===== config.mk =====
export PLATFORM = sky130hd
export DESIGN_NAME = keyboard_ctrl_host_interface
export DESIGN_NICKNAME = d
export VERILOG_FILES = /design/src/rtl/kbd_host_pkg.sv /design/src/rtl/pw_mem_if.sv /design/src/rtl/keyboard_ctrl_host_interface.sv /design/src/rtl/pw_mem.sv
export SDC_FILE = /design/constraint.sdc
export NUM_CORES = 1
export LEC_CHECK = 0
export BUFFER_PORTS_ARGS = -buffer_cell sky130_fd_sc_hd__buf_2
export CAP_MARGIN = 25
export CELL_PAD_IN_SITES_DETAIL_PLACEMENT = 1
export CELL_PAD_IN_SITES_GLOBAL_PLACEMENT = 1
export CORE_MARGIN = 5
export CORE_UTILIZATION = 48
export CTS_CLUSTER_DIAMETER = 50
export DETAILED_ROUTE_END_ITERATION = 7
export PLACE_DENSITY_LB_ADDON = 0.1
export REMOVE_ABC_BUFFERS = 1
export SYNTH_ARGS = -nofsm -noshare
export SYNTH_HDL_FRONTEND = slang
export SYNTH_SLANG_ARGS = --single-unit

===== constraint.sdc =====
create_clock -name clk_sys -period 3.7 [get_ports clk_sys]
set_input_delay 0.37 -clock clk_sys [delete_from_list [all_inputs] [get_ports clk_sys]]
set_output_delay 0.37 -clock clk_sys [all_outputs]
set_load 0.05 [all_outputs]

===== src/rtl/kbd_host_pkg.sv =====
/*
 Constants for the keyboard controller host interface: port defaults,
 status and command byte fields, command codes and answer codes.
 Assumes a single 100 MHz clock domain.
*/
package kbd_host_pkg;
	// Default I/O locations, relocatable through the config bytes
	localparam logic [15:0] DATA_PORT_RST = 16'h0060;
	localparam logic [15:0] CMD_PORT_RST = 16'h0064;
	// Config byte selectors
	localparam logic [1:0] CFG_DATA_HI = 2'h0;
	localparam logic [1:0] CFG_DATA_LO = 2'h1;
	localparam logic [1:0] CFG_CMD_HI = 2'h2;
	localparam logic [1:0] CFG_CMD_LO = 2'h3;
	// Status bit positions
	localparam int ST_OBF = 0;
	localparam int ST_IBF = 1;
	localparam int ST_SYS = 2;
	localparam int ST_CMD = 3;
	localparam int ST_INH = 4;
	localparam int ST_AUX = 5;
	localparam int ST_TMO = 6;
	localparam int ST_PAR = 7;
	// Command byte fields; bits 7 and 3 read back as written
	localparam int CB_KIE = 0;
	localparam int CB_AIE = 1;
	localparam int CB_SYS = 2;
	localparam int CB_KDIS = 4;
	localparam int CB_ADIS = 5;
	localparam int CB_XLAT = 6;
	localparam logic [7:0] CB_RST = 8'h00;
	// Command codes
	localparam logic [7:0] C_RD_CB = 8'h20;
	localparam logic [7:0] C_WR_CB = 8'h60;
	localparam logic [7:0] C_PW_TEST = 8'ha4;
	localparam logic [7:0] C_PW_LOAD = 8'ha5;
	localparam logic [7:0] C_PW_EN = 8'ha6;
	localparam logic [7:0] C_AUX_DIS = 8'ha7;
	localparam logic [7:0] C_AUX_EN = 8'ha8;
	localparam logic [7:0] C_AUX_TEST = 8'ha9;
	localparam logic [7:0] C_SELF = 8'haa;
	localparam logic [7:0] C_KBD_TEST = 8'hab;
	localparam logic [7:0] C_KBD_DIS = 8'had;
	localparam logic [7:0] C_KBD_EN = 8'hae;
	// Answer codes
	localparam logic [7:0] R_PW_SET = 8'hfa;
	localparam logic [7:0] R_PW_NONE = 8'hf1;
	localparam logic [7:0] R_SELF_OK = 8'h55;
	localparam logic [7:0] R_OK = 8'h00;
	localparam logic [7:0] R_CLK_LO = 8'h01;
	localparam logic [7:0] R_CLK_HI = 8'h02;
	localparam logic [7:0] R_DAT_LO = 8'h03;
	localparam logic [7:0] R_DAT_HI = 8'h04;
	// Parameter wait modes, one-hot
	typedef enum logic [2:0] {
		M_IDLE = 3'b001,
		M_CB = 3'b010,
		M_PW = 3'b100
	} mode_t;
endpackage


===== src/rtl/pw_mem_if.sv =====
/*
 Port bundle between the controller and its password store.
 Assumes both ends run on the same clock.
*/
`timescale 1ns/1ns
`default_nettype none
interface pw_mem_if #(parameter int AW = 3);
	logic wr_en;
	logic [AW-1:0] addr;
	logic [7:0] wdata;
	logic [7:0] rdata;
	modport ctl (output wr_en, output addr, output wdata, input rdata);
	modport mem (input wr_en, input addr, input wdata, output rdata);
endinterface
`default_nettype wire

===== src/rtl/keyboard_ctrl_host_interface.sv =====
/*
 Host side of a PS/2 keyboard/mouse controller: output buffer, input
 buffer, status, command byte and command decoder.
 Assumes host strobes and the byte link run on clk_sys; the interface
 test line levels and the inhibit switch come from pins.
*/
// What this block does
// - Read-only output buffer at data port
// - Writes load input buffer, flag data/command
// - Data bytes go to keyboard unless parameter
// - Both port bases relocatable by config bytes
// - Status readable anytime without side effects
// - Bits 0,1 show output/input buffer full
// - Bit 2 mirrors system flag, resets 0
// - Bit 3 shows last write was command
// - Bit 4 shows inhibit switch, 0 inhibited
// - Bit 5 shows buffered byte from mouse
// - Bit 6 shows timeout error
// - Bit 7 shows even parity error
// - Commands read and write the command byte
// - Command byte fields at fixed bit positions
// - Password test answers loaded or not loaded
// - Password load until a zero byte
// - Password enable starts keystroke matching
// - Auxiliary interface test returns line code
// - Self test answers 55h on success
// - Keyboard interface test returns line code
// - Interrupt on buffered byte, when enabled
`timescale 1ns/1ns
`default_nettype none
module keyboard_ctrl_host_interface #(
	parameter int PW_DEPTH = 8
) (
	// Clock and reset
	input wire logic clk_sys,
	input wire logic rstn,
	// Host I/O cycles
	input wire logic [15:0] io_addr,
	input wire logic io_wr,
	input wire logic io_rd,
	input wire logic [7:0] io_wdata,
	output logic [7:0] io_rdata,
	// Port relocation bytes
	input wire logic cfg_wr,
	input wire logic [1:0] cfg_sel,
	input wire logic [7:0] cfg_wdata,
	// Received bytes from the serial side
	input wire logic kbd_rx_valid,
	input wire logic [7:0] kbd_rx_data,
	input wire logic kbd_rx_aux,
	input wire logic kbd_rx_par_err,
	output logic kbd_rx_ready,
	input wire logic kbd_timeout,
	// Bytes for the keyboard
	output logic kbd_tx_valid,
	output logic [7:0] kbd_tx_data,
	input wire logic kbd_tx_ready,
	// Command byte controls for the serial side
	output logic kbd_off,
	output logic aux_off,
	output logic xlat_on,
	// Pins
	input wire logic inhibit_sw_n,
	input wire logic kclk_pin,
	input wire logic kdat_pin,
	input wire logic aclk_pin,
	input wire logic adat_pin,
	// Interrupts to the host
	output logic irq_kbd,
	output logic irq_aux
);
	localparam int AW = $clog2(PW_DEPTH);
	localparam logic [AW-1:0] IDX_ONE = {{(AW-1){1'b0}}, 1'b1};

	logic [15:0] data_base_q, cmd_base_q;
	logic [7:0] ob_q, ib_q, cb_q, status;
	logic obf_q, ibf_q, ib_cmd_q, aux_q, tmo_q, par_q;
	logic obf_d, aux_d;
	logic [4:0] sync1_q, sync2_q;
	kbd_host_pkg::mode_t mode_q;
	logic pw_loaded_q, pw_active_q;
	logic [AW-1:0] pw_len_q, pw_idx_q, match_idx_q;
	logic hit_data, hit_cmd, rd_data, rx_take, rx_to_ob;
	logic ib_take, resp_en, tx_go;
	logic [7:0] resp_byte;

	pw_mem_if #(.AW(AW)) pw_bus ();

	pw_mem #(.DEPTH(PW_DEPTH), .AW(AW)) u_pw_mem (
		.clk_sys(clk_sys),
		.bus(pw_bus)
	);

	// ****************************************
	// Port decode and relocation
	// ****************************************
	assign hit_data = (io_addr == data_base_q);
	assign hit_cmd = (io_addr == cmd_base_q);
	assign rd_data = io_rd & hit_data;

	always_ff @(posedge clk_sys or negedge rstn) begin
		if (!rstn) begin
			data_base_q <= kbd_host_pkg::DATA_PORT_RST;
			cmd_base_q <= kbd_host_pkg::CMD_PORT_RST;
		end else if (cfg_wr) begin
			case (cfg_sel)
				kbd_host_pkg::CFG_DATA_HI: data_base_q[15:8] <= cfg_wdata;
				kbd_host_pkg::CFG_DATA_LO: data_base_q[7:0] <= cfg_wdata;
				kbd_host_pkg::CFG_CMD_HI: cmd_base_q[15:8] <= cfg_wdata;
				default: cmd_base_q[7:0] <= cfg_wdata;
			endcase
		end
	end

	// ****************************************
	// Pin synchronisers
	// ****************************************
	// Order: inhibit, kbd clock, kbd data, aux clock, aux data
	for (genvar i = 0; i < 5; i++) begin : g_sync
		always_ff @(posedge clk_sys or negedge rstn) begin
			if (!rstn) begin
				sync1_q[i] <= 1'b1;
				sync2_q[i] <= 1'b1;
			end else begin
				sync1_q[i] <= (i == 0) ? inhibit_sw_n : (i == 1) ? kclk_pin :
					(i == 2) ? kdat_pin : (i == 3) ? aclk_pin : adat_pin;
				sync2_q[i] <= sync1_q[i];
			end
		end
	end

	// ****************************************
	// Command decode
	// ****************************************
	assign rx_take = kbd_rx_valid & kbd_rx_ready;
	// While the password lock is armed, keystrokes are swallowed
	assign rx_to_ob = rx_take & ~(pw_active_q & ~kbd_rx_aux);

	always_comb begin
		ib_take = 1'b0;
		resp_en = 1'b0;
		tx_go = 1'b0;
		resp_byte = kbd_host_pkg::R_OK;
		if (ibf_q && !ib_cmd_q) begin
			if (mode_q != kbd_host_pkg::M_IDLE) begin
				ib_take = 1'b1;
			end else if (!kbd_tx_valid) begin
				ib_take = 1'b1;
				tx_go = 1'b1;
			end
		end else if (ibf_q) begin
			resp_en = 1'b1;
			case (ib_q)
				kbd_host_pkg::C_RD_CB: resp_byte = cb_q;
				kbd_host_pkg::C_PW_TEST: resp_byte = pw_loaded_q ?
					kbd_host_pkg::R_PW_SET : kbd_host_pkg::R_PW_NONE;
				kbd_host_pkg::C_SELF: resp_byte = kbd_host_pkg::R_SELF_OK;
				// The lines can only be seen stuck low; we never drive them
				kbd_host_pkg::C_AUX_TEST: resp_byte = !sync2_q[3] ? kbd_host_pkg::R_CLK_LO :
					!sync2_q[4] ? kbd_host_pkg::R_DAT_LO : kbd_host_pkg::R_OK;
				kbd_host_pkg::C_KBD_TEST: resp_byte = !sync2_q[1] ? kbd_host_pkg::R_CLK_LO :
					!sync2_q[2] ? kbd_host_pkg::R_DAT_LO : kbd_host_pkg::R_OK;
				default: resp_en = 1'b0;
			endcase
			// Answers wait for an empty buffer; received bytes go first
			ib_take = resp_en ? (!obf_q && !rx_take) : 1'b1;
		end
	end

	// ****************************************
	// Input buffer
	// ****************************************
	always_ff @(posedge clk_sys or negedge rstn) begin
		if (!rstn) begin
			ibf_q <= 1'b0;
			ib_q <= 8'h00;
			ib_cmd_q <= 1'b0;
		end else if (io_wr && (hit_data || hit_cmd)) begin
			ibf_q <= 1'b1;
			ib_q <= io_wdata;
			ib_cmd_q <= hit_cmd;
		end else if (ib_take) begin
			ibf_q <= 1'b0;
		end
	end

	// ****************************************
	// Parameter wait mode and command byte
	// ****************************************
	always_ff @(posedge clk_sys or negedge rstn) begin
		if (!rstn) begin
			mode_q <= kbd_host_pkg::M_IDLE;
		end else if (ib_take && ib_cmd_q) begin
			case (ib_q)
				kbd_host_pkg::C_WR_CB: mode_q <= kbd_host_pkg::M_CB;
				kbd_host_pkg::C_PW_LOAD: mode_q <= kbd_host_pkg::M_PW;
				default: mode_q <= kbd_host_pkg::M_IDLE;
			endcase
		end else if (ib_take) begin
			case (mode_q)
				kbd_host_pkg::M_CB: mode_q <= kbd_host_pkg::M_IDLE;
				kbd_host_pkg::M_PW: if (ib_q == 8'h00) begin
					mode_q <= kbd_host_pkg::M_IDLE;
				end
				default: mode_q <= kbd_host_pkg::M_IDLE;
			endcase
		end
	end

	always_ff @(posedge clk_sys or negedge rstn) begin
		if (!rstn) begin
			cb_q <= kbd_host_pkg::CB_RST;
		end else if (ib_take && !ib_cmd_q && mode_q == kbd_host_pkg::M_CB) begin
			cb_q <= ib_q;
		end else if (ib_take && ib_cmd_q) begin
			case (ib_q)
				kbd_host_pkg::C_AUX_DIS: cb_q[kbd_host_pkg::CB_ADIS] <= 1'b1;
				kbd_host_pkg::C_AUX_EN: cb_q[kbd_host_pkg::CB_ADIS] <= 1'b0;
				kbd_host_pkg::C_KBD_DIS: cb_q[kbd_host_pkg::CB_KDIS] <= 1'b1;
				kbd_host_pkg::C_KBD_EN: cb_q[kbd_host_pkg::CB_KDIS] <= 1'b0;
				default: cb_q <= cb_q;
			endcase
		end
	end

	// ****************************************
	// Password store and matching
	// ****************************************
	assign pw_bus.wr_en = ib_take && !ib_cmd_q && mode_q == kbd_host_pkg::M_PW &&
		ib_q != 8'h00 && pw_idx_q != AW'(PW_DEPTH - 1);
	assign pw_bus.addr = (mode_q == kbd_host_pkg::M_PW) ? pw_idx_q : match_idx_q;
	assign pw_bus.wdata = ib_q;

	always_ff @(posedge clk_sys or negedge rstn) begin
		if (!rstn) begin
			pw_idx_q <= '0;
			pw_len_q <= '0;
			pw_loaded_q <= 1'b0;
		end else if (ib_take && ib_cmd_q && ib_q == kbd_host_pkg::C_PW_LOAD) begin
			pw_idx_q <= '0;
		end else if (pw_bus.wr_en) begin
			pw_idx_q <= pw_idx_q + IDX_ONE;
		end else if (ib_take && mode_q == kbd_host_pkg::M_PW && ib_q == 8'h00) begin
			pw_len_q <= pw_idx_q;
			pw_loaded_q <= (pw_idx_q != '0);
		end
	end

	always_ff @(posedge clk_sys or negedge rstn) begin
		if (!rstn) begin
			pw_active_q <= 1'b0;
			match_idx_q <= '0;
		end else if (ib_take && ib_cmd_q && ib_q == kbd_host_pkg::C_PW_EN) begin
			pw_active_q <= pw_loaded_q;
			match_idx_q <= '0;
		end else if (rx_take && pw_active_q && !kbd_rx_aux) begin
			if (kbd_rx_data != pw_bus.rdata) begin
				match_idx_q <= '0;
			end else if (match_idx_q + IDX_ONE == pw_len_q) begin
				pw_active_q <= 1'b0;
				match_idx_q <= '0;
			end else begin
				match_idx_q <= match_idx_q + IDX_ONE;
			end
		end
	end

	// ****************************************
	// Output buffer and its flags
	// ****************************************
	always_comb begin
		obf_d = obf_q & ~rd_data;
		// Bit 5 means a mouse byte is waiting, so it empties with the buffer
		aux_d = aux_q & ~rd_data;
		if (rx_to_ob) begin
			obf_d = 1'b1;
			aux_d = kbd_rx_aux;
		end else if (resp_en && ib_take) begin
			obf_d = 1'b1;
			aux_d = 1'b0;
		end
	end

	always_ff @(posedge clk_sys or negedge rstn) begin
		if (!rstn) begin
			obf_q <= 1'b0;
			aux_q <= 1'b0;
			ob_q <= 8'h00;
			kbd_rx_ready <= 1'b0;
		end else begin
			obf_q <= obf_d;
			aux_q <= aux_d;
			kbd_rx_ready <= ~obf_d;
			if (rx_to_ob) begin
				ob_q <= kbd_rx_data;
			end else if (resp_en && ib_take) begin
				ob_q <= resp_byte;
			end
		end
	end

	// Error bits hold until the next received byte
	always_ff @(posedge clk_sys or negedge rstn) begin
		if (!rstn) begin
			tmo_q <= 1'b0;
			par_q <= 1'b0;
		end else begin
			if (kbd_timeout) begin
				tmo_q <= 1'b1;
			end else if (rx_take) begin
				tmo_q <= 1'b0;
			end
			if (rx_take) begin
				par_q <= kbd_rx_par_err;
			end
		end
	end

	// ****************************************
	// Status and host reads
	// ****************************************
	assign status = {par_q, tmo_q, aux_q, sync2_q[0], ib_cmd_q,
		cb_q[kbd_host_pkg::CB_SYS], ibf_q, obf_q};

	always_ff @(posedge clk_sys or negedge rstn) begin
		if (!rstn) begin
			io_rdata <= 8'h00;
		end else if (rd_data) begin
			io_rdata <= ob_q;
		end else if (io_rd && hit_cmd) begin
			io_rdata <= status;
		end else if (io_rd) begin
			io_rdata <= 8'hff;
		end
	end

	// ****************************************
	// Keyboard transmit, controls, interrupts
	// ****************************************
	always_ff @(posedge clk_sys or negedge rstn) begin
		if (!rstn) begin
			kbd_tx_valid <= 1'b0;
			kbd_tx_data <= 8'h00;
		end else if (tx_go) begin
			kbd_tx_valid <= 1'b1;
			kbd_tx_data <= ib_q;
		end else if (kbd_tx_ready) begin
			kbd_tx_valid <= 1'b0;
		end
	end

	always_ff @(posedge clk_sys or negedge rstn) begin
		if (!rstn) begin
			kbd_off <= 1'b0;
			aux_off <= 1'b0;
			xlat_on <= 1'b0;
			irq_kbd <= 1'b0;
			irq_aux <= 1'b0;
		end else begin
			kbd_off <= cb_q[kbd_host_pkg::CB_KDIS];
			aux_off <= cb_q[kbd_host_pkg::CB_ADIS];
			xlat_on <= cb_q[kbd_host_pkg::CB_XLAT];
			irq_kbd <= obf_d & ~aux_d & cb_q[kbd_host_pkg::CB_KIE];
			irq_aux <= obf_d & aux_d & cb_q[kbd_host_pkg::CB_AIE];
		end
	end

	// ****************************************
	// Checks
	// ****************************************
	AST_OBF_CLEAR: assert property (@(posedge clk_sys) disable iff (!rstn)
		(rd_data && !rx_to_ob && !(resp_en && ib_take)) |=> !obf_q)
		else $error("output buffer full stayed set after host read");
	AST_IBF_SET: assert property (@(posedge clk_sys) disable iff (!rstn)
		(io_wr && hit_data) |=> (ibf_q && !ib_cmd_q && ib_q == $past(io_wdata)))
		else $error("data write did not fill input buffer");
	AST_CMD_FLAG: assert property (@(posedge clk_sys) disable iff (!rstn)
		(io_wr && hit_cmd) |=> status[kbd_host_pkg::ST_CMD])
		else $error("command flag not set after command write");
	AST_SYSFLAG: assert property (@(posedge clk_sys) disable iff (!rstn)
		(ib_take && !ib_cmd_q && mode_q == kbd_host_pkg::M_CB)
		|=> status[kbd_host_pkg::ST_SYS] == $past(ib_q[kbd_host_pkg::CB_SYS]))
		else $error("system flag differs from command byte");
	AST_SELFTEST: assert property (@(posedge clk_sys) disable iff (!rstn)
		(ib_take && ib_cmd_q && ib_q == kbd_host_pkg::C_SELF)
		|=> (obf_q && ob_q == kbd_host_pkg::R_SELF_OK))
		else $error("self test answer missing");
	AST_PWTEST: assert property (@(posedge clk_sys) disable iff (!rstn)
		(ib_take && ib_cmd_q && ib_q == kbd_host_pkg::C_PW_TEST && !pw_loaded_q)
		|=> ob_q == kbd_host_pkg::R_PW_NONE)
		else $error("wrong password test answer");
	AST_STATUS_READ: assert property (@(posedge clk_sys) disable iff (!rstn)
		(io_rd && hit_cmd && !hit_data && !io_wr && !rx_take && !ib_take)
		|=> ($stable(obf_q) && $stable(ibf_q) && io_rdata == $past(status)))
		else $error("status read disturbed controller state");
	AST_FORWARD: assert property (@(posedge clk_sys) disable iff (!rstn)
		(ibf_q && !ib_cmd_q && mode_q == kbd_host_pkg::M_IDLE && !kbd_tx_valid)
		|=> (kbd_tx_valid && kbd_tx_data == $past(ib_q)))
		else $error("data byte not forwarded to keyboard");
	AST_WRCB: assert property (@(posedge clk_sys) disable iff (!rstn)
		(ib_take && !ib_cmd_q && mode_q == kbd_host_pkg::M_CB)
		|=> (cb_q == $past(ib_q) && mode_q == kbd_host_pkg::M_IDLE))
		else $error("command byte not written");
	AST_IRQ: assert property (@(posedge clk_sys) disable iff (!rstn)
		(rx_to_ob && !kbd_rx_aux && cb_q[kbd_host_pkg::CB_KIE]) |=> irq_kbd)
		else $error("keyboard interrupt missing");
	AST_AUX_CLEAR: assert property (@(posedge clk_sys) disable iff (!rstn)
		(rd_data && !rx_to_ob) |=> !status[kbd_host_pkg::ST_AUX])
		else $error("mouse flag stayed set after host read");
endmodule // keyboard_ctrl_host_interface
`default_nettype wire


===== src/rtl/pw_mem.sv =====
/*
 Small byte store for the password, registered read data.
 Assumes one clock; contents are undefined after reset.
*/
`timescale 1ns/1ns
`default_nettype none
module pw_mem #(
	parameter int DEPTH = 8,
	parameter int AW = 3
) (
	// Clock
	input wire logic clk_sys,
	// Access
	pw_mem_if.mem bus
);
	logic [7:0] mem_q [DEPTH];

	always_ff @(posedge clk_sys) begin
		if (bus.wr_en) begin
			mem_q[bus.addr] <= bus.wdata;
		end
		bus.rdata <= mem_q[bus.addr];
	end
endmodule // pw_mem
`default_nettype wire


==> results of run 1 <==
per-stage QoR:
stage,utilization,std cells,instance area [um2]
2_1_floorplan,-,577,7870
3_3_place_gp,0.528,893,8690
3_5_place_dp,0.528,893,8690
4_1_cts,0.563,925,9270
5_1_grt,0.564,927,9280
6_report,0.564,927,9280
where the power goes:
part	internal (mW)	switching, mW	leakage, nW
registers	2.21	0.0977	1.87
logic	0.183	0.196	1.56
clock network	1.02	0.750	0.287
flip-flops by register name (all words and copies together) (netlist names), 8 cells and up:
name                cells
io_rdata                8
cmd_base_q             16
cb_q                    8
ob_q                    8
u_pw_mem.mem_q         64
u_pw_mem.bus.rdata      8
kbd_tx_data             8
ib_q                    8
data_base_q            16
cell usage after synthesis (10+ instances only):
| library cell | instances |
|---|---|
| a221oi_1 | 12 |
| dfrtp_1 | 93 |
| dfstp_2 | 16 |
| edfxtp_1 | 64 |
| inv_1 | 10 |
| mux2_2 | 65 |
| nand2_1 | 26 |
| nand2b_1 | 11 |
| nor2_1 | 26 |
| nor3_1 | 20 |
| nor4_1 | 11 |
| o211ai_1 | 10 |
| o21ai_0 | 23 |
| xor2_1 | 41 |
how the worst max path moves through the flow:
stage,startpoint,endpoint,slack [ns],cells after the start
final,pw_idx_q[1],u_pw_mem.mem_q[7][4],0.93,5
after global routing,mode_q[1],u_pw_mem.mem_q[6][2],0.82,4
after global placement,mode_q[1],u_pw_mem.mem_q[4][4],1.01,4
after floorplan,mode_q[1],u_pw_mem.mem_q[0][0],0.89,3
after detailed placement,mode_q[1],u_pw_mem.mem_q[4][4],0.93,4
after CTS,pw_idx_q[0],u_pw_mem.mem_q[1][5],0.89,5
kinds of logic after synthesis:
| family | count (synthesis) | share of synthesized area |
|---|---|---|
| DFF | 181 | 0.606 |
| and+or+nand+nor | 151 | 0.107 |
| AOI/OAI and AO/OA | 108 | 0.101 |
| muxes | 79 | 0.113 |
| xor gates and xnor gates | 43 | 0.0489 |
| buffers and inverters | 31 | 0.0180 |
| adders and majority gates | 4 | 0.00628 |
cell type report:
cell class | count | area, um2 | share of cell area
multi-input combinational | 385 | 3000 | 0.323
sequential | 181 | 4830 | 0.520
tap | 220 | 275 | 0.0297
inverter | 11 | 41.3 | 0.00445
clock buffer | 21 | 493 | 0.0531
clock inverter | 11 | 93.8 | 0.0101
timing repair buffer | 98 | 548 | 0.0590
routing by layer:
layer,vias up,track usage
met1,2766,0.303
li1,2463,-
met3,21,0.0448
met2,147,0.360
met5,-,0
met4,0,0.0628
cells in the final DEF, fill, tap and decap left out, types with 5 or more instances in the layout:
cell type,count
mux2_2,65
dfrtp_1,93
o2bb2ai_1,9
nand3_1,7
and3_1,8
a221oi_1,12
a22oi_1,6
a21oi_1,7
nand3b_1,5
xor2_1,41
buf_4,17
nor4_1,11
dfxtp_1,8
dfstp_2,16
nor3_1,20
nand2_1,26
inv_1,10
clkbuf_16,19
edfxtp_1,64
mux2i_1,9
nand2b_1,11
buf_2,79
nor2b_1,5
nand4_1,5
o211ai_1,10
a31oi_1,5
nor2_1,26
o21ai_0,23
==> reports/results.txt, run 1 <==
The largest single stage delay on the critical path is 0.77 ns. The first detailed-routing pass took 4 iterations. The power density of the placed cells was 481 nW/um2; the number of post-CTS setup repair buffers was 0.

The count of state elements after synthesis was 181. The detailed router used layers up to and including met4. The final hold violation count is 0.

The count of max-cap constraint violations is 0. Kind of cell adding the most delay to the critical path: simple AND/OR/NAND/NOR gates. The net count of the finished layout is 755.

The floorplan has 47 rows. The run gives 4.46 mW as the total power consumption of the routed design. The signal on the critical path passes through ha_1 -> ha_1 -> nand4bb_1 -> nand2b_1 -> nor2_1.

The number of violations reported at the end of detailed-routing iteration 0 was 280. Yosys mapped a number of flops with a built-in enable equal to 64. Critical path's most frequent cell: ha_1. The actual transition at the worst max-transition pin is 0.984 ns.

Summed over all cells, the static leakage comes to 3.72 nW. The sum of negative setup slack was 0 ns. TritonCTS built the clock tree. The headroom to the max-slew limit is 0.339, and the distinct cell type count of the synthesized netlist is 76. The routed layout has 5397 vias. The top achievable clock speed is 360 MHz. The fraction of layout instances using a drive strength above 1 came out at 0.318. In this run the critical register-to-register path is launched from pw_idx_q[1]. Post-detailed-placement half-perimeter wirelength: 15.0 mm. The area fraction of the dominant cell type after synthesis was 0.292.

The run gives 1693 as the number of filler cells placed in the layout. The run gives 0.484 as the effective utilization at floorplan. The tools report the worst-case register-to-register setup slack as 0.93 ns.

The critical-path cell with the highest stage delay is nor2_1. The synthesized instance count was 597; the clock transition at the registers of the reported paths was 0.06 ns. The total overflow left after global routing is 0. Pin placement for this block handled 80 I/O pins.

Number of global-route vias before repair: 5888. Dividing the detail-routed via count by the number of cells gives 5.82. Entering global routing, the biggest net connects 65 pins. STA classifies the critical path startpoint as a flip-flop. The time the worst path needs with I/O delays and setup is 2.77 ns, and the count of H-tree levels built during CTS is 4. The weighted congestion reported at the end of routability-driven placement is 0.904, and the per-cell routed wire length is 22.5 um. The worst hold path belongs to the class in -> async.

Y dimension of the die: 139 um. The most instantiated flip-flop cell in the synthesis netlist is dfrtp_1. The tools report the sequential area share after synthesis as 0.606. Setup repair after global routing left no endpoint under its margin. Yosys attributes the largest share of cell area to dfrtp_1 29%, edfxtp_1 24%, mux2_2 9.2%.

The insertion delay of the later-clocked pin in the worst-skew pair is 0.43 ns, and the first-pass GRT wire length is 33.2 mm. Setup slack closes at 0.926 ns. The total buffers and inverters traversed by the critical path was 0; the average size of a mapped cell was 13.4 um2.

Post-route worst hold slack: 0.0394 ns. The count of final max-slew check failures was 0. Total detailed-routing wirelength: 20.8 mm. The floorplan step defined a die boundary enclosing 19300 um2. The cell accounting for the most synthesized area was dfrtp_1. The master cell of the clock root buffer is clkbuf_16. The core region is 16500 um2.

Before CTS, the worst setup slack after placement is 0.933 ns. The repair_antennas step left the layout with diodes totalling 0. The die is 139 um wide.

Clock tree synthesis found a total of 181 sinks. Global-route usage over all layers: 0.221. The worst reg2reg path depth is 5. The run finished with clean final reports. For the final routed DRC violation total, the log shows 0. For this run, the number of Yosys warnings is 0. After clock tree synthesis, the repair step resized 0 gates. Hold repair after CTS inserted 0 buffers.

Setup violations remaining at the end of the flow were counted as 0. The arrival time at the worst endpoint was 2.82 ns. After synthesis the cells add up to 7980 um2.

The async set-reset flop share out of synthesis came out at 0.602. Count of nets left with antenna violations after detail routing: 0. For the routed length on met2, the log shows 10.2 mm.

No sink is reached through more buffers than the 2 on the longest clock path. The initial antenna violation count came out at 0. The final critical-path share of the clock period was 0.750.

The tools report the destination of the worst register-to-register timing path as u_pw_mem.mem_q[7][4]. The worst-case IR drop observed on VDD is 0.000335 V. The clock arrives with 0.00917 ns of skew.

STA classifies the critical path endpoint as a flip-flop. The count of buffers added on input and output ports is 79. The number of buffers created by CTS was 17; the critical-path maximum fanout was 11.

The required arrival time at the worst endpoint came out at 3.75 ns. The start-to-end type of the worst setup path was reg -> reg. The routed design uses 977 um of met3 wire.

The wire length the detailed router placed on met1 is 9.35 mm, and the layout overhead on the synthesized area is 16.4%.
Note: power is estimated with default switching activity, not from simulation.
==> inputs of run 2 (changes only) <==
Settings changed: ABC_AREA set to 1, CORE_UTILIZATION 48 to 41.
Clock period 3.7 ns to 2.3 ns, I/O delays scaled along.
==> run 2 against run 1 <==
Net effect: global-route usage down 1.4 points; die area up 17%; area after synthesis up 1.6%; clock power up 55%; synthesized cell count up 51%; sequential power up 58%; fmax up 31%; core utilization down 6.3 points; hold slack worse by 0.023 ns; largest cell class unchanged.
==> reports/results.txt, run 2 <==
The flow ran to the end, and the final reports show no timing, DRC or antenna violations. The most instantiated flip-flop cell in the synthesis netlist was dfrtp_1. The fraction of layout instances using a drive strength above 1 is 0.201.

The area fraction of the dominant cell type after synthesis was 0.287; the quantity of gates resized following cts was 0. Entering global routing, the biggest net connects 44 pins. Clock skew on the completed layout was measured at 0.00861 ns. The library cells used most frequently in the layout, excluding fill and tap cells, are 278 x nand2_1, 93 x dfrtp_1, 83 x inv_1. Summed over all layers, the global routing overflow is 0.

The logs give 4.59 nW for the static leakage and 0.000517 V for the maximum VDD drop. Based on the critical path, the design can be clocked at up to 474 MHz. The most common cell in the synthesized netlist is nand2_1.

In this run the power density over the cells is 720 nW/um2. TritonCTS built the clock tree. The worst setup path is captured at a flip-flop. The HPWL after detailed placement is 16.8 mm.

Buffers inserted during clock tree synthesis total 17. The run gives 0 as the final hold violation count. Final critical-path share of the clock period: 0.917. The count of state elements after synthesis was 181; the number of setup violations in the final report was 0.

The via total after detailed routing is 6423. Along the worst path, the maximum fanout reaches 12. The run gives 0.596 as the sequential area share after synthesis. The clock passes through at most 2 buffers. For this run, the number of Yosys warnings is 0. Across the run, the number of max-cap violations was 0. Area of the core: 19500 um2.

Synthesis produced a netlist whose cell count is 900. The logs give 8 for the quantity of hold-fixing buffers added after cts and 0.527 for the headroom to the max-slew limit. For the netlist area before placement, the log shows 8100 um2. The logs give 0.416 for the effective utilization at floorplan and 0 for the count of nets left with antenna violations after detail routing. The die covers 22700 um2. For the number of post-CTS setup repair buffers, the log shows 0. For the worst setup path, the data arrival time is 2.26 ns.

The run gives 0.0161 ns as the post-route worst hold slack. The number of buffers inserted by port buffering was 79; the weighted congestion reported at the end of routability-driven placement was 0.857. The tools report the number of nets in the layout as 1092. Distinct cell type count of the synthesized netlist: 34.

dfrtp_1 takes more of the synthesized area than any other cell. 0 antenna diodes ended up in the layout. A synthesized cell averages 9.00 um2.

Yosys mapped a number of flops with a built-in enable equal to 64. STA classifies the critical path startpoint as a flip-flop. For this design the top-level I/O count stands at 80. Clock-pin slew was measured on the worst setup and hold paths at 0.07 ns. The run gives 0 as the initial antenna violation count. In the final layout, the registers with the most flip-flops are u_pw_mem.mem_q (64), cmd_base_q (16), data_base_q (16). The fraction of the core area covered by cells at the end of the flow came out at 0.501. Leaving out fill and tap cells, the most frequent cell in the layout is nand2_1. The number of violations reported at the end of detailed-routing iteration 0 was 323; the first-pass GRT wire length was 35.8 mm.

The clock reaches the later pin of the worst-skew pair after 0.43 ns. The count of final max-slew check failures is 0. Using the TritonRoute via totals, the vias-per-cell ratio works out to 4.91. At the worst endpoint, the required time is 2.45 ns.

The floorplan row count is 51. The floorplan step set the die width to 151 um. Setup repair after global routing left no endpoint under its margin. Counting instances in the post-synthesis netlist gives the leading cell types as 278 x nand2_1, 93 x dfrtp_1, 83 x inv_1.

The most flop-heavy register was u_pw_mem.mem_q. The cell sitting at the root of the clock tree is a clkbuf_16. The die is 151 um tall. For the total power consumption of the routed design, the log shows 7.01 mW.

The clock drives 181 sinks. For this run, design rule violations remaining after detail routing come to 0. For the detailed-routing iteration count for the pre-antenna-repair pass, the log shows 4. The number of global-route vias before repair was 6685. The critical path is of the reg -> reg type. Number of filler cells placed in the layout: 2333. By area the synthesized netlist is led by dfrtp_1 29%, edfxtp_1 24%, nand2_1 13%. In this run the worst hold path is classified as in -> reg. The tools report the global-route usage over all layers as 0.207.

The time the worst path needs with I/O delays and setup was 2.11 ns. The number of flip-flops in the largest register is 64, and the total detailed-routing wirelength is 22.3 mm. The async set-reset flop share out of synthesis came out at 0.602. The actual transition at the worst max-transition pin is 0.707 ns. The layout overhead on the synthesized area was 20.3%; the count of H-tree levels built during CTS was 4. Dividing the detail-routed wire length by the instance count gives 17.1 um.
[run 2: cell count changes in the layout (fill, tap and decap cells not counted), sizes merged, moves of 28 or more]
cell,change
nand2,+263
inv,+85
mux2,-68
o21ai,+58
nor2,+48
a21oi,+39
nand3,+39
xor2,-33
buf,+28
[run 2: through the flow]
step / setup TNS [ns] / instances / instance area (um2) / worst slack, ns
floorplan: -67.23 / 879 / 8010 / -1.41
global placement: 0 / 1269 / 9120 / 0.236
detailed placement: 0 / 1269 / 9120 / 0.175
CTS: 0 / 1308 / 9750 / 0.157
global route: 0 / 1308 / 9750 / 0.0104
finish: 0 / 1308 / 9750 / 0.190
[run 2: path summary, 6_finish.rpt]
| check | startpoint | depth (start not counted) | to | slack, ns |
|---|---|---|---|---|
| max reg2reg | mode_q[0] | 7 | u_pw_mem.mem_q[4][4] | 0.19 |
| min reg2reg | sync1_q[3] | 0 | sync2_q[3] | 0.36 |
| max in group asynchronous | rstn | 3 | sync2_q[1] | 1.35 |
| max | mode_q[0] | 7 | u_pw_mem.mem_q[4][4] | 0.19 |
| min in group asynchronous | rstn | 2 | data_base_q[14] | 0.28 |
| min | kbd_rx_par_err | 3 | par_q | 0.02 |
[run 2: per-layer routing]
layer  wire length (um)  GRT usage  part of all wire  vias to the layer above
met4                272     0.0535             0.012                        0
met1              10300      0.270              0.46                     3123
li1                   -          -                 -                     3200
met2              11100      0.360              0.50                       81
met5                  0          0                 0                        -
met3                677     0.0313             0.030                       19
[run 2: final cells by class]
class / count / area [um2] / share of cell area
Clock inverter: 14 / 120 / 0.0123
Clock buffer: 17 / 425 / 0.0437
Timing Repair Buffer: 133 / 861 / 0.0883
Inverter: 91 / 342 / 0.0350
Sequential cell: 181 / 4830 / 0.496
Multi-Input combinational cell: 607 / 2840 / 0.291
Tap cell: 265 / 332 / 0.0340
[run 2: worst max-delay path: stages, from the launching register on]
cell and delay (ns):
dfstp_2 0.53, inv_1 0.07, nand3_2 0.16, nand2_1 0.07
o21ai_1 0.12, inv_1 0.23, nor4_1 0.43, buf_4 0.23
[run 2: cell families (layout without fill, tap and decap cells)]
| logic type | Yosys count | count (layout) | synth area share |
|---|---|---|---|
| AND/OR/NAND/NOR | 445 | 445 | 0.232 |
| flip-flops | 181 | 181 | 0.596 |
| AO/OA/AOI/OAI | 138 | 138 | 0.0899 |
| buffers and inverters | 112 | 255 | 0.0536 |
| XOR/XNOR | 20 | 20 | 0.0216 |
| adder cells (fa/ha/maj) | 4 | 4 | 0.00618 |
[run 2: where the power goes]
part	internal (mW)	leakage [nW]	switching (mW)
sequential	3.53	2.13	0.126
combinational	0.236	2.21	0.385
clock	1.41	0.251	1.33
